`src/hw/dcfd_pkg.sv`:
```
package dcfd_pkg;

    // Decoded security level of a memory segment
    typedef enum logic [1:0] {SEC_NONE, SEC_STD, SEC_HIGH} dcfd_sec_t;

    // Initial oscillator source, in the order of its 3-bit code
    typedef enum logic [2:0] {
        OSC_FRC, OSC_FRC_PLL, OSC_PRI, OSC_PRI_PLL,
        OSC_SEC, OSC_LOW_POWER_INTERNAL_RC, OSC_FRC_DIV16, OSC_FRC_POST
    } dcfd_osc_t;

    // Primary oscillator mode, in the order of its 2-bit code
    typedef enum logic [1:0] {POSC_EC, POSC_XT, POSC_HS, POSC_OFF} dcfd_posc_t;

    // Raw configuration fields as held in nonvolatile storage (17 bits, MSB first)
    typedef struct packed {
        logic       boot_write_protect;           // Bit 16
        logic [2:0] boot_segment_size_security;   // Bits 15:13
        logic [1:0] general_code_protect;         // Bits 12:11
        logic       general_write_protect;        // Bit 10
        logic [1:0] clock_switch_monitor_mode;    // Bits 9:8
        logic       pin_select_single_reconfig;   // Bit 7
        logic       osc_out_pin_function;         // Bit 6
        logic [1:0] primary_osc_mode;             // Bits 5:4
        logic       two_speed_startup_en;         // Bit 3
        logic [2:0] initial_osc_select;           // Bits 2:0
    } dcfd_cfg_t;

    localparam int CFG_W  = 17;
    localparam int OSC_W  = 3;
    localparam int REST_W = 14;

    // Decoded effects seen by memory, clock and pin-select logic
    typedef struct packed {
        logic       boot_wr_en;
        logic       boot_present;
        dcfd_sec_t  boot_sec;
        logic [23:0] boot_end;
        logic [10:0] boot_words;
        dcfd_sec_t  gen_sec;
        logic       gen_wr_en;
        logic       two_speed;
        dcfd_osc_t  init_osc;
        logic       clk_switch_en;
        logic       fail_safe_en;
        logic       pps_single;
        dcfd_posc_t posc;
        logic       osc_out_clk;
        logic       osc_out_gpio;
    } dcfd_dec_t;

    // Boot segment geometry
    localparam logic [23:0] BOOT_START     = 24'h000200;
    localparam logic [23:0] BOOT_END_256   = 24'h0003fe;
    localparam logic [23:0] BOOT_END_768   = 24'h0007fe;
    localparam logic [23:0] BOOT_END_1792  = 24'h000ffe;
    localparam logic [10:0] BOOT_WORDS_256 = 11'h100;
    localparam logic [10:0] BOOT_WORDS_768 = 11'h300;
    localparam logic [10:0] BOOT_WORDS_1792 = 11'h700;

    // Register byte offsets
    localparam logic [31:0] REG_CFG_ACTIVE  = 32'h00000000;
    localparam logic [31:0] REG_CFG_PROGRAM = 32'h00000004;
    localparam logic [31:0] REG_PPS_CTRL    = 32'h00000008;
    localparam logic [31:0] REG_PM_CHECK    = 32'h0000000c;
    localparam logic [31:0] REG_OSC_STATUS  = 32'h00000010;

    // Bus constants and reset values
    localparam logic [1:0]  HTRANS_NONSEQ = 2'h2;
    localparam logic [2:0]  HSIZE_WORD    = 3'h2;
    localparam logic [31:0] HRDATA_RST    = 32'h00000000;
    localparam logic        HREADY_RST    = 1'h1;
    localparam logic [23:0] PM_ADDR_RST   = 24'h000000;

endpackage : dcfd_pkg

```
`src/hw/dcfd_field_hold.sv`:
```
`timescale 1ns/100ps
`default_nettype none

module dcfd_field_hold #(
    parameter int W = 1
) (
    input  wire logic         i_ref_clk,  // System clock
    input  wire logic         i_reset,    // Sync reset, loads storage value
    input  wire logic [W-1:0] i_nv_val,   // Value from nonvolatile storage
    input  wire logic         i_wr_en,    // Self-programming update now
    input  wire logic [W-1:0] i_wr_val,   // Self-programming value
    output logic      [W-1:0] o_val       // Held value
);

    logic [W-1:0] next_val;

    // Storage copy during reset, otherwise take writes that apply now
    always_comb begin
        if (i_reset) begin
            next_val = i_nv_val;
        end else if (i_wr_en) begin
            next_val = i_wr_val;
        end else begin
            next_val = o_val;
        end
    end

    // Holding register
    always_ff @(posedge i_ref_clk) begin
        o_val <= next_val;
    end

endmodule : dcfd_field_hold

`default_nettype wire

```
`src/hw/dcfd_osc_start.sv`:
```
`timescale 1ns/100ps
`default_nettype none

module dcfd_osc_start (
    input  wire logic              i_ref_clk,   // System clock
    input  wire logic              i_reset,     // Sync reset, active high
    input  wire logic              i_two_speed, // Held two-speed start-up enable
    input  wire dcfd_pkg::dcfd_osc_t i_sel_osc, // Held selected source
    input  wire logic              i_sel_ready, // Selected source is stable
    output dcfd_pkg::dcfd_osc_t    o_osc_src,   // Source now clocking the core
    output logic                   o_busy       // Still running on the RC
);

    typedef enum logic [1:0] {ST_BOOT, ST_FRC, ST_SEL} dcfd_st_t;

    dcfd_st_t            state;
    dcfd_st_t            next_state;
    dcfd_pkg::dcfd_osc_t next_src;
    logic                next_busy;

    // Start on the fast RC when two-speed start-up is on, else go direct
    always_comb begin
        next_state = state;
        case (state)
            ST_BOOT: begin
                next_state = i_two_speed ? ST_FRC : ST_SEL;
            end
            ST_FRC: begin
                if (i_sel_ready) begin
                    next_state = ST_SEL;
                end
            end
            ST_SEL: begin
                next_state = ST_SEL;
            end
            default: begin
                next_state = ST_BOOT;
            end
        endcase
        if (i_reset) begin
            next_state = ST_BOOT;
        end
        next_src  = (next_state == ST_SEL) ? i_sel_osc : dcfd_pkg::OSC_FRC;
        next_busy = (next_state != ST_SEL);
    end

    // State and output registers
    always_ff @(posedge i_ref_clk) begin
        state     <= next_state;
        o_osc_src <= next_src;
        o_busy    <= next_busy;
    end

    property p_two_speed_frc;
        @(posedge i_ref_clk) disable iff (i_reset)
        (state == ST_FRC && !i_sel_ready) |=> (o_osc_src == dcfd_pkg::OSC_FRC) && o_busy;
    endproperty
    a_two_speed_frc: assert property (p_two_speed_frc) else $error("RC not held");

endmodule : dcfd_osc_start

`default_nettype wire

```
`src/hw/dcfd_top.sv`:
```
// Function
// - Boot write-protect bit gates boot writes immediately
// - Size code x11 means no boot segment
// - Codes 110/010: 256 words, end 0x0003FE
// - Codes 101/001: 768 words, end 0x0007FE
// - Codes 100/000: 1792 words, end 0x000FFE
// - General protect: 11 none, 10 standard, 0x high
// - General write-protect bit gates user writes immediately
// - Two-speed start: RC first, then selected source
// - Decode eight initial oscillator source codes
// - Oscillator select deferred to reset if switching enabled
// - Switch mode: 1x off, 01 switch, 00 both
// - Single-reconfig bit allows one pin remap only
// - Non-crystal modes: clock out or GPIO on pin
// - Primary mode: off, HS, XT, external clock
`timescale 1ns/100ps
`default_nettype none

module dcfd_top (
    input  wire logic                i_ref_clk,      // System clock, 125 MHz
    input  wire logic                i_reset,        // Sync reset, active high
    input  wire dcfd_pkg::dcfd_cfg_t i_nv_cfg,       // Fields in nonvolatile storage
    input  wire logic                i_sel_osc_ready,// Selected oscillator ready
    input  wire logic                i_hsel,         // AHB slave select
    input  wire logic [31:0]         i_haddr,        // AHB address
    input  wire logic [1:0]          i_htrans,       // AHB transfer type
    input  wire logic                i_hwrite,       // AHB write
    input  wire logic [2:0]          i_hsize,        // AHB size
    input  wire logic [31:0]         i_hwdata,       // AHB write data
    input  wire logic                i_hready,       // AHB bus ready
    output logic                     o_hreadyout,    // AHB slave ready
    output logic                     o_hresp,        // AHB response, always OKAY
    output logic [31:0]              o_hrdata,       // AHB read data
    output dcfd_pkg::dcfd_dec_t      o_dec,          // Decoded configuration
    output dcfd_pkg::dcfd_osc_t      o_osc_running,  // Source clocking the core
    output logic                     o_two_speed_busy, // Running on RC at start-up
    output logic                     o_pps_reconfig, // Pin remap granted, pulse
    output logic                     o_nv_wr,        // Storage write, pulse
    output dcfd_pkg::dcfd_cfg_t      o_nv_data       // Storage write data
);

    // Decode held fields into their effects
    function automatic dcfd_pkg::dcfd_dec_t decode(input dcfd_pkg::dcfd_cfg_t c);
        dcfd_pkg::dcfd_dec_t d;
        logic                xtal;
        d = '0;
        d.boot_wr_en   = c.boot_write_protect;
        d.boot_present = (c.boot_segment_size_security[1:0] != 2'h3);
        case (c.boot_segment_size_security[1:0])
            2'h2: begin
                d.boot_end   = dcfd_pkg::BOOT_END_256;
                d.boot_words = dcfd_pkg::BOOT_WORDS_256;
            end
            2'h1: begin
                d.boot_end   = dcfd_pkg::BOOT_END_768;
                d.boot_words = dcfd_pkg::BOOT_WORDS_768;
            end
            2'h0: begin
                d.boot_end   = dcfd_pkg::BOOT_END_1792;
                d.boot_words = dcfd_pkg::BOOT_WORDS_1792;
            end
            default: begin
                d.boot_end   = 24'h000000;
                d.boot_words = 11'h000;
            end
        endcase
        if (!d.boot_present) begin
            d.boot_sec = dcfd_pkg::SEC_NONE;
        end else if (c.boot_segment_size_security[2]) begin
            d.boot_sec = dcfd_pkg::SEC_STD;
        end else begin
            d.boot_sec = dcfd_pkg::SEC_HIGH;
        end
        case (c.general_code_protect)
            2'h3:    d.gen_sec = dcfd_pkg::SEC_NONE;
            2'h2:    d.gen_sec = dcfd_pkg::SEC_STD;
            default: d.gen_sec = dcfd_pkg::SEC_HIGH;
        endcase
        d.gen_wr_en     = c.general_write_protect;
        d.two_speed     = c.two_speed_startup_en;
        d.init_osc      = dcfd_pkg::dcfd_osc_t'(c.initial_osc_select);
        d.clk_switch_en = !c.clock_switch_monitor_mode[1];
        d.fail_safe_en  = (c.clock_switch_monitor_mode == 2'h0);
        d.pps_single    = c.pin_select_single_reconfig;
        d.posc          = dcfd_pkg::dcfd_posc_t'(c.primary_osc_mode);
        xtal            = (d.posc == dcfd_pkg::POSC_XT) || (d.posc == dcfd_pkg::POSC_HS);
        d.osc_out_clk   = !xtal && c.osc_out_pin_function;
        d.osc_out_gpio  = !xtal && !c.osc_out_pin_function;
        return d;
    endfunction : decode

    dcfd_pkg::dcfd_cfg_t cfg_q;
    logic [13:0]         held_rest;
    logic [2:0]          held_osc;
    dcfd_pkg::dcfd_cfg_t sp_data;
    logic                sp_wr;
    logic                osc_wr;
    logic                switch_en;
    logic                addr_acc;
    logic                wr_pend;
    logic                rd_pend;
    logic [31:0]         addr_q;
    logic                next_wr_pend;
    logic                next_rd_pend;
    logic [31:0]         next_addr_q;
    logic                next_hreadyout;
    logic [31:0]         next_hrdata;
    logic                pps_used;
    logic                pps_req;
    logic                pps_grant;
    logic                next_pps_used;
    logic [23:0]         pm_addr;
    logic [23:0]         next_pm_addr;
    logic                pm_in_boot;
    logic                pm_allow;
    dcfd_pkg::dcfd_dec_t next_dec;
    dcfd_pkg::dcfd_cfg_t next_nv_data;

    // Self-programming writes arrive through the program register
    assign sp_data   = dcfd_pkg::dcfd_cfg_t'(i_hwdata[dcfd_pkg::CFG_W-1:0]);
    assign sp_wr     = wr_pend && (addr_q == dcfd_pkg::REG_CFG_PROGRAM);
    assign switch_en = !cfg_q.clock_switch_monitor_mode[1];
    assign osc_wr    = sp_wr && !switch_en;
    assign cfg_q     = dcfd_pkg::dcfd_cfg_t'({held_rest, held_osc});

    // Held fields that change at once on a self-programming write
    dcfd_field_hold #(
        .W (dcfd_pkg::REST_W)
    ) u_hold_rest (
        .i_ref_clk (i_ref_clk),
        .i_reset   (i_reset),
        .i_nv_val  (i_nv_cfg[dcfd_pkg::CFG_W-1:dcfd_pkg::OSC_W]),
        .i_wr_en   (sp_wr),
        .i_wr_val  (sp_data[dcfd_pkg::CFG_W-1:dcfd_pkg::OSC_W]),
        .o_val     (held_rest)
    );

    // Oscillator select waits for reset while switching is enabled
    dcfd_field_hold #(
        .W (dcfd_pkg::OSC_W)
    ) u_hold_osc (
        .i_ref_clk (i_ref_clk),
        .i_reset   (i_reset),
        .i_nv_val  (i_nv_cfg.initial_osc_select),
        .i_wr_en   (osc_wr),
        .i_wr_val  (sp_data.initial_osc_select),
        .o_val     (held_osc)
    );

    // Start-up oscillator sequencing
    dcfd_osc_start u_osc_start (
        .i_ref_clk   (i_ref_clk),
        .i_reset     (i_reset),
        .i_two_speed (cfg_q.two_speed_startup_en),
        .i_sel_osc   (dcfd_pkg::dcfd_osc_t'(cfg_q.initial_osc_select)),
        .i_sel_ready (i_sel_osc_ready),
        .o_osc_src   (o_osc_running),
        .o_busy      (o_two_speed_busy)
    );

    // Program address check against the current segment layout
    always_comb begin
        pm_in_boot = o_dec.boot_present && (pm_addr >= dcfd_pkg::BOOT_START)
                     && (pm_addr <= o_dec.boot_end);
        pm_allow   = pm_in_boot ? o_dec.boot_wr_en : o_dec.gen_wr_en;
    end

    // AHB slave: writes take no wait state, reads take one
    always_comb begin
        addr_acc       = i_hsel && i_hready && (i_htrans == dcfd_pkg::HTRANS_NONSEQ)
                         && (i_hsize == dcfd_pkg::HSIZE_WORD);
        next_wr_pend   = addr_acc && i_hwrite;
        next_rd_pend   = addr_acc && !i_hwrite;
        next_addr_q    = addr_acc ? i_haddr : addr_q;
        next_hreadyout = !next_rd_pend;
        next_hrdata    = o_hrdata;
        if (rd_pend) begin
            case (addr_q)
                dcfd_pkg::REG_CFG_ACTIVE:  next_hrdata = {15'h0000, cfg_q};
                dcfd_pkg::REG_CFG_PROGRAM: next_hrdata = {15'h0000, o_nv_data};
                dcfd_pkg::REG_PPS_CTRL:    next_hrdata = {30'h00000000,
                                                          o_dec.pps_single && pps_used,
                                                          pps_used};
                dcfd_pkg::REG_PM_CHECK:    next_hrdata = {6'h00, pm_allow, pm_in_boot,
                                                          pm_addr};
                dcfd_pkg::REG_OSC_STATUS:  next_hrdata = {28'h0000000, o_two_speed_busy,
                                                          o_osc_running};
                default:                   next_hrdata = dcfd_pkg::HRDATA_RST;
            endcase
        end
        if (i_reset) begin
            next_wr_pend   = 1'h0;
            next_rd_pend   = 1'h0;
            next_hreadyout = dcfd_pkg::HREADY_RST;
            next_hrdata    = dcfd_pkg::HRDATA_RST;
        end
    end

    // AHB slave registers
    always_ff @(posedge i_ref_clk) begin
        wr_pend     <= next_wr_pend;
        rd_pend     <= next_rd_pend;
        addr_q      <= next_addr_q;
        o_hreadyout <= next_hreadyout;
        o_hrdata    <= next_hrdata;
        o_hresp     <= 1'h0;
    end

    // Pin-select remap requests and the address under check
    always_comb begin
        pps_req       = wr_pend && (addr_q == dcfd_pkg::REG_PPS_CTRL) && i_hwdata[0];
        pps_grant     = pps_req && !(o_dec.pps_single && pps_used);
        next_pps_used = pps_used || pps_grant;
        next_pm_addr  = (wr_pend && (addr_q == dcfd_pkg::REG_PM_CHECK)) ?
                        i_hwdata[23:0] : pm_addr;
        if (i_reset) begin
            next_pps_used = 1'h0;
            next_pm_addr  = dcfd_pkg::PM_ADDR_RST;
            pps_grant     = 1'h0;
        end
    end

    // Remap state registers
    always_ff @(posedge i_ref_clk) begin
        pps_used       <= next_pps_used;
        o_pps_reconfig <= pps_grant;
        pm_addr        <= next_pm_addr;
    end

    // Decoded outputs follow the held fields; storage image follows writes
    always_comb begin
        next_dec     = decode(i_reset ? i_nv_cfg : cfg_q);
        next_nv_data = i_reset ? i_nv_cfg : (sp_wr ? sp_data : o_nv_data);
    end

    // Output registers
    always_ff @(posedge i_ref_clk) begin
        o_dec     <= next_dec;
        o_nv_wr   <= sp_wr && !i_reset;
        o_nv_data <= next_nv_data;
    end

    property p_boot_wr;
        @(posedge i_ref_clk) disable iff (i_reset)
        sp_wr |-> ##2 (o_dec.boot_wr_en == $past(sp_data.boot_write_protect, 2));
    endproperty
    a_boot_wr: assert property (p_boot_wr) else $error("Boot write gate late");

    property p_no_boot;
        @(posedge i_ref_clk) disable iff (i_reset)
        (cfg_q.boot_segment_size_security[1:0] == 2'h3) |=> !o_dec.boot_present
            && (o_dec.boot_sec == dcfd_pkg::SEC_NONE);
    endproperty
    a_no_boot: assert property (p_no_boot) else $error("Boot segment present");

    property p_boot_256;
        @(posedge i_ref_clk) disable iff (i_reset)
        (cfg_q.boot_segment_size_security[1:0] == 2'h2) |=>
            (o_dec.boot_end == 24'h0003fe) && (o_dec.boot_words == 11'h100);
    endproperty
    a_boot_256: assert property (p_boot_256) else $error("Small boot size wrong");

    property p_boot_768;
        @(posedge i_ref_clk) disable iff (i_reset)
        (cfg_q.boot_segment_size_security[1:0] == 2'h1) |=>
            (o_dec.boot_end == 24'h0007fe) && (o_dec.boot_words == 11'h300);
    endproperty
    a_boot_768: assert property (p_boot_768) else $error("Medium boot size wrong");

    property p_boot_1792;
        @(posedge i_ref_clk) disable iff (i_reset)
        (cfg_q.boot_segment_size_security[1:0] == 2'h0) |=>
            (o_dec.boot_end == 24'h000ffe) && (o_dec.boot_words == 11'h700);
    endproperty
    a_boot_1792: assert property (p_boot_1792) else $error("Large boot size wrong");

    property p_gen_high;
        @(posedge i_ref_clk) disable iff (i_reset)
        !cfg_q.general_code_protect[1] |=> (o_dec.gen_sec == dcfd_pkg::SEC_HIGH);
    endproperty
    a_gen_high: assert property (p_gen_high) else $error("General not high security");

    property p_gen_wr;
        @(posedge i_ref_clk) disable iff (i_reset)
        sp_wr |-> ##2 (o_dec.gen_wr_en == $past(sp_data.general_write_protect, 2));
    endproperty
    a_gen_wr: assert property (p_gen_wr) else $error("User write gate late");

    property p_init_osc;
        @(posedge i_ref_clk) disable iff (i_reset)
        ##1 (o_dec.init_osc == dcfd_pkg::dcfd_osc_t'($past(cfg_q.initial_osc_select)));
    endproperty
    a_init_osc: assert property (p_init_osc) else $error("Oscillator decode wrong");

    property p_osc_defer;
        @(posedge i_ref_clk) disable iff (i_reset)
        (sp_wr && switch_en) |=> $stable(cfg_q.initial_osc_select);
    endproperty
    a_osc_defer: assert property (p_osc_defer) else $error("Oscillator change not deferred");

    property p_no_switch;
        @(posedge i_ref_clk) disable iff (i_reset)
        cfg_q.clock_switch_monitor_mode[1] |=> !o_dec.clk_switch_en && !o_dec.fail_safe_en;
    endproperty
    a_no_switch: assert property (p_no_switch) else $error("Switching not disabled");

    property p_pps_once;
        @(posedge i_ref_clk) disable iff (i_reset)
        (pps_req && o_dec.pps_single && pps_used) |=> !o_pps_reconfig;
    endproperty
    a_pps_once: assert property (p_pps_once) else $error("Second remap granted");

    property p_osc_pin_xtal;
        @(posedge i_ref_clk) disable iff (i_reset)
        (cfg_q.primary_osc_mode inside {2'h1, 2'h2}) |=> !o_dec.osc_out_clk
            && !o_dec.osc_out_gpio;
    endproperty
    a_osc_pin_xtal: assert property (p_osc_pin_xtal) else $error("Crystal pin reused");

    property p_posc;
        @(posedge i_ref_clk) disable iff (i_reset)
        (cfg_q.primary_osc_mode == 2'h3) |=> (o_dec.posc == dcfd_pkg::POSC_OFF);
    endproperty
    a_posc: assert property (p_posc) else $error("Primary not disabled");

    property p_reset_load;
        @(posedge i_ref_clk) disable iff (i_reset)
        $fell(i_reset) |-> (cfg_q == $past(i_nv_cfg));
    endproperty
    a_reset_load: assert property (p_reset_load) else $error("Storage not loaded");

endmodule : dcfd_top

`default_nettype wire

```
`config.mk`:
```
export PLATFORM = sky130hd
export DESIGN_NAME = dcfd_top
export DESIGN_NICKNAME = d
export VERILOG_FILES = /design/src/hw/dcfd_pkg.sv /design/src/hw/dcfd_field_hold.sv /design/src/hw/dcfd_osc_start.sv /design/src/hw/dcfd_top.sv
export SDC_FILE = /design/constraint.sdc
export NUM_CORES = 1
export LEC_CHECK = 0
export BUFFER_PORTS_ARGS = -buffer_cell sky130_fd_sc_hd__buf_4
export CAP_MARGIN = 40
export CORE_MARGIN = 5
export CORE_UTILIZATION = 50
export CTS_CLUSTER_SIZE = 30
export DETAILED_ROUTE_END_ITERATION = 8
export MAX_ROUTING_LAYER = met4
export PLACE_DENSITY = 0.92
export REMOVE_ABC_BUFFERS = 1
export SLEW_MARGIN = 20
export SYNTH_ARGS = -nofsm -noshare
export SYNTH_HDL_FRONTEND = slang
export SYNTH_SLANG_ARGS = --single-unit
```
`constraint.sdc`:
```
create_clock -name i_ref_clk -period 3.17 [get_ports i_ref_clk]
set_clock_uncertainty 0.15 [all_clocks]
set_input_delay 0 -clock i_ref_clk [delete_from_list [all_inputs] [get_ports i_ref_clk]]
set_output_delay 0 -clock i_ref_clk [all_outputs]
set_load 0.01 [all_outputs]
```
==> flow_metrics.tcl, run 1 <==
set metrics [dict create \
    outcome "finished, final reports clean" \
    nFillCells 663 \
    setup_viol 0 \
    synth_top_area_share_pct 29.2 \
    yosys_register_bits 134 \
    dp_cells 808 \
    leakage_nw 3.56 \
    synthCells 533 \
    p_per_area_nw_per_um2 527 \
    synth_edf_count 52 \
    syn-cell-area_sq_um 5620 \
    startpoint_type "flop" \
    slew_headroom_pct 44.1 \
    post-cts-setup-buffer-count 0 \
    layout_setup_ws_ns 0.196 \
    max_cap_violations 0 \
    yosysTopAreaCell "dfxtp_1" \
    worst_pin_slew_ns 0.836 \
    vias 5037 \
    required_ns 3.06 \
    dieArea_sq_um 13500 \
    drive_gt1_share_pct 28.5 \
    pwr-share-seq_pct 43.2 \
    p_int_mw 3.41 \
    firstDrtPassIters 5 \
    yosysUniqueCellTypes 58 \
    drt_iter0_markers 409 \
    gr-usage-all-layers_pct 26.6 \
    worstSkewPairLatency_ns 0.42 \
    rows 38 \
    netSwitchingFraction_pct 22.2 \
    critPathKind "reg -> reg" \
    cts.clk_slew.worst_paths_ns 0.06 \
    rsz0062_at_grt "no" \
    ios 202 \
    synth-async-reset-ratio_pct 0 \
    worstPathArrival_ns 2.87 \
    worstPathMaxFanout 17 \
    p_comb_share_pct 10.4 \
    syn2layout_area_growth_pct 48.1 \
    drc_errors 0 \
    gp_congestion 0.842 \
    initial_utilization_pct 51.4 \
    reg2reg_depth 5 \
    coreArea_sq_um 10900 \
    p_sw_mw 0.972 \
    dpl.hpwl_um 10500 \
    placed_area_sq_um 6770 \
    cts_made_buffers 17 \
    fmax_mhz 336 \
    wirelength_um 17300 \
    grt_max_degree 45 \
    finalNonFillerCells 934 \
    final_hold_viol_count 0 \
    fin_nets 883 \
    holdWs_ns 0.149 \
    synth.area.top_cells "dfxtp_1, edfxtp_1, buf_4, nand2_1, a21oi_1" \
    avgSynthCellArea_sq_um 10.5 \
    antenna_left 0 \
    hold_path.class "in -> reg" \
    io_buffer_count 165 \
    pre_cts_ws_ns 0.327 \
    finalCritPeriodShare_pct 93.8 \
    clockBufferDepth 2 \
    ys_seq_area_share_pct 57.0 \
    p_clk_share_pct 46.4 \
    die_width_um 116 \
    vdd_drop_max_uv 298 \
    overflow 0 \
    synth_warnings 0 \
    die_h_um 116 \
    min_period_ns 2.97 \
    wire_per_inst_um 18.5 \
    setup_tns_ns 0 \
    cts-resized-gates 0 \
    cp-end-kind "flop" \
    htreeDepth 4 \
    final_cell_mix "buf_4, dlygate4sd3_1, nand2_1" \
    finalMaxSlewViolations 0 \
    cts_root_buf "clkbuf_16" \
    hold_depth 2 \
    final_area_sq_um 8320 \
    antenna_found_initial 1 \
    final_common_cell "buf_4" \
    grt_pass1_vias 5113 \
    grt_pass1_wl_um 26400 \
    synth_ff_type "dfxtp_1" \
    cts_tree "built" \
    clock_sinks 134 \
    via_per_inst 5.39 \
]
what timing repair did:
item | in CTS | in global routing
endpoints found under the setup margin | 0 | 0
hold buffers | 92 | 0
endpoints found under the hold margin | 116 | 0
cell type report:
class | count | area, sq um | share of cell area [%]
inverter | 36 | 135 | 1.62
antenna | 1 | 2.50 | 0.0301
clock inverter | 15 | 186 | 2.24
clock buffer | 17 | 425 | 5.12
multi-input combinational | 325 | 1950 | 23.4
tap | 140 | 175 | 2.11
timing repair buffer | 266 | 2240 | 27.0
sequential | 134 | 3200 | 38.5
cells in the mapped netlist, drive strengths merged (2+ instances only):
cell type / number
nand3b: 3
dfxtp: 82
nand4b: 4
nor4: 12
mux2i: 3
a22oi: 9
nand3: 8
or3: 2
nor2: 19
and3b: 3
nor3: 7
buf: 50
a32oi: 14
or4: 2
a21oi: 45
o21ai: 27
a211o: 2
a211oi: 3
o211ai: 2
nand2: 83
o21a: 3
clkbuf: 14
inv: 35
edfxtp: 52
nand4: 5
nor2b: 2
nand2b: 5
mux2: 5
ha: 11
and3: 4
kinds of logic (layout without fill, tap and decap cells):
group,after synthesis,in the layout,share of synthesized area (%)
and+or+nand+nor,164,164,15.7
DFF,134,134,57.0
AOI/OAI and AO/OA,112,112,12.4
buffers and inverters,101,334,10.2
adders and majority gates,11,11,2.45
muxes,9,9,1.94
other,1,29,0.0668
xor gates and xnor gates,1,1,0.156
stage by stage:
step / utilization [%] / power, mW
after floorplan: - / 2.05
after global placement: 61.7 / 2.27
after detailed placement: 61.9 / 2.29
after CTS: 75.9 / 4.38
after global routing: 76.1 / 4.52
final: 76.1 / 4.38
final timing paths:
| kind | from | endpoint | slack (ns) |
|---|---|---|---|
| setup / recovery | addr_q[27] | u_hold_rest.o_val[1] | 0.20 |
| hold / removal | i_haddr[26] | addr_q[26] | 0.15 |
| setup reg to reg | addr_q[27] | u_hold_rest.o_val[1] | 0.20 |
| hold reg to reg | u_osc_start.state[1] | u_osc_start.state[0] | 0.28 |
registers in the layout, summed over array words and instances, names as in the netlist, 2 cells and up:
register               count
addr_q                    32
o_dec                     20
o_hrdata                  26
o_nv_data                  3
pm_addr                   24
u_hold_osc.o_val           3
u_hold_rest.o_val         14
u_osc_start.o_osc_src      3
u_osc_start.state          2
power groups by stage:
stage	sequential [mW]	combinational, mW	clock (mW)
3_5_place_dp	1.93	0.356	0
6_report	1.89	0.455	2.03
5_1_grt	1.90	0.490	2.13
3_3_place_gp	1.93	0.347	0
4_1_cts	1.89	0.443	2.04
2_1_floorplan	1.96	0.0900	0
layer usage:
layer	wire length [um]	vias up	GRT usage (%)
met5	0	-	-
met4	323	0	8.89
met3	1510	36	6.37
met2	9120	278	46.4
met1	6320	2403	30.1
li1	-	2320	-
critical path, cell delays in order (launching register included):
cell and delay, ns:
edfxtp_1 0.39, nor4_2 0.42, nand4_1 0.30, nor4_1 0.58, and3b_1 0.28, or2_2 0.47
No activity file was read; power rests on OpenSTA's default activity.
==> run 2, diff against run 1 <==
--- a/config.mk
+++ b/config.mk
@@ -12,8 +12,7 @@
 export CTS_CLUSTER_SIZE = 30
 export DETAILED_ROUTE_END_ITERATION = 8
 export MAX_ROUTING_LAYER = met4
-export PLACE_DENSITY = 0.92
-export REMOVE_ABC_BUFFERS = 1
+export PLACE_DENSITY = 0.8
 export SLEW_MARGIN = 20
 export SYNTH_ARGS = -nofsm -noshare
 export SYNTH_HDL_FRONTEND = slang
==> run 2 against run 1 <==
Sequential share of layout area about the same. Design area about the same. Cell count up 0.21%. Worst hold slack better by 0.0065 ns. Maximum frequency down 0.93%. Clock power down 3%. Power down 1.7%. Highest routed layer unchanged.
==> flow_metrics.tcl, run 2 (synthesis results as in run 1) <==
set metrics [dict create \
    rsz0062_at_grt "no" \
    grt_pass1_vias 5150 \
    leakage_nw 3.57 \
    dieArea_sq_um 13500 \
    finalNonFillerCells 936 \
    hold_depth 2 \
    cts_made_buffers 17 \
    cts.clk_slew.worst_paths_ns 0.06 \
    reg2reg_depth 7 \
    fin_util_pct 76.0 \
    drive_gt1_share_pct 28.5 \
    die_h_um 116 \
    finalMaxSlewViolations 0 \
    antenna_left 0 \
    setup_tns_ns 0 \
    final_common_cell "buf_4" \
    antenna_found_initial 0 \
    grt_pass1_wl_um 25300 \
    vdd_drop_max_uv 347 \
    layout_setup_ws_ns 0.168 \
    firstDrtPassIters 5 \
    post-cts-setup-buffer-count 0 \
    syn2layout_area_growth_pct 48.0 \
    r2r_end "pm_addr[7]" \
    hold_path.class "in -> reg" \
    drc_errors 0 \
    reg_top3 "addr_q (32), o_hrdata (26), pm_addr (24)" \
    coreArea_sq_um 10900 \
    cts-resized-gates 0 \
    antenna_cells 0 \
    nFillCells 660 \
    hp-start "i_haddr[2]" \
    r2r_slack_ns 0.17 \
    fin_nets 886 \
    clock_sinks 134 \
    top_register "addr_q" \
    wire_per_inst_um 17.3 \
    total_power_mw 4.31 \
    pre_cts_ws_ns 0.422 \
    p_per_area_nw_per_um2 518 \
    final_hold_viol_count 0 \
    clockBufferDepth 2 \
    setup_viol 0 \
    crit_path_top_delay_cell "or3_1" \
    hold_end "addr_q[2]" \
    die_width_um 116 \
    path_cells "nor4_2, nand4_2, or3_1, buf_8, nand2_1, a21oi_1, dlygate4sd3_1" \
    via_per_inst 5.26 \
    overflow 0 \
    dp_cells 809 \
    wirelength_um 16200 \
    max_cap_violations 0 \
    worst_pin_slew_ns 0.736 \
    critPathKind "reg -> reg" \
    gp_congestion 0.860 \
    initial_utilization_pct 51.4 \
    dpl.hpwl_um 10300 \
    worstPathMaxFanout 13 \
    drt_iter0_markers 322 \
    cp-end-kind "flop" \
    cts_hold_buffers 95 \
    worstSkewPairLatency_ns 0.41 \
    min_period_ns 3.00 \
    gr-usage-all-layers_pct 25.2 \
    worstPathArrival_ns 3.15 \
    required_ns 3.32 \
    rows 38 \
    cts_tree "built" \
    largest_reg_flops 32 \
    grt_max_degree 67 \
    fmax_mhz 333 \
    startpoint_type "flop" \
    vias 4919 \
    ios 202 \
    r2r-start "addr_q[13]" \
    htreeDepth 4 \
    outcome "finished, final reports clean" \
    io_buffer_count 165 \
    final_cell_mix "buf_4, dlygate4sd3_1, nand2_1" \
    slew_headroom_pct 50.8 \
    finalCritPeriodShare_pct 94.7 \
    slowest_delay_ns 0.63 \
    cts_root_buf "clkbuf_16" \
]
==> run 2: cell count changes in the layout (fill, tap and decap cells not counted), sizes merged <==
cell	previous run	this run
diode	1	0
bufinv	4	3
clkinv	9	10
dlygate4sd3	92	95
==> run 2: stage by stage <==
stage / hold WS [ns] / cell area, sq um
floorplan: -0.0617 / 5720
global placement: 0.0288 / 6760
detailed placement: 0.0295 / 6770
CTS: 0.136 / 8310
global route: 0.151 / 8310
finish: 0.155 / 8310
==> run 2: power breakdown <==
group,switching (mW),internal (mW)
clock network,0.733,1.22
registers,0.0407,1.86
logic,0.202,0.255
total,0.975,3.33
==> run 2: how the worst max path moves through the flow <==
stage                           from                    end  slack [ns]  cells past startpoint
after CTS                 addr_q[13]             pm_addr[8]        0.22                      7
after global routing      addr_q[13]             pm_addr[7]        0.02                      7
after global placement    addr_q[17]  u_hold_rest.o_val[13]        0.48                      5
after detailed placement  addr_q[16]  u_hold_rest.o_val[13]        0.42                      5
final                     addr_q[13]             pm_addr[7]        0.17                      7
after floorplan            o_dec[34]           o_hrdata[25]        0.72                      7
==> run 2: critical path, delay by kind of cell, from the launching register on <==
| family | cells | cell delay, ns |
|---|---|---|
| and+or+nand+nor | 4 | 1.40 |
| buffers and inverters | 2 | 0.86 |
| DFF | 1 | 0.40 |
| AOI/OAI and AO/OA | 1 | 0.06 |
==> run 2: metal layers <==
metal,routed length [um],track usage [%]
met1,6250,28.7
met2,8040,43.1
met3,1620,6.01
met4,260,9.20
met5,0,-
==> run 2: final cells by class <==
class | count | area (sq um) | area share, %
clock inverters | 15 | 163 | 1.96
repair buffers | 269 | 2260 | 27.2
flip-flops and latches | 134 | 3200 | 38.5
clock buffers | 17 | 425 | 5.12
well taps | 140 | 175 | 2.11
inverters | 36 | 135 | 1.63
multi-input cells | 325 | 1950 | 23.4
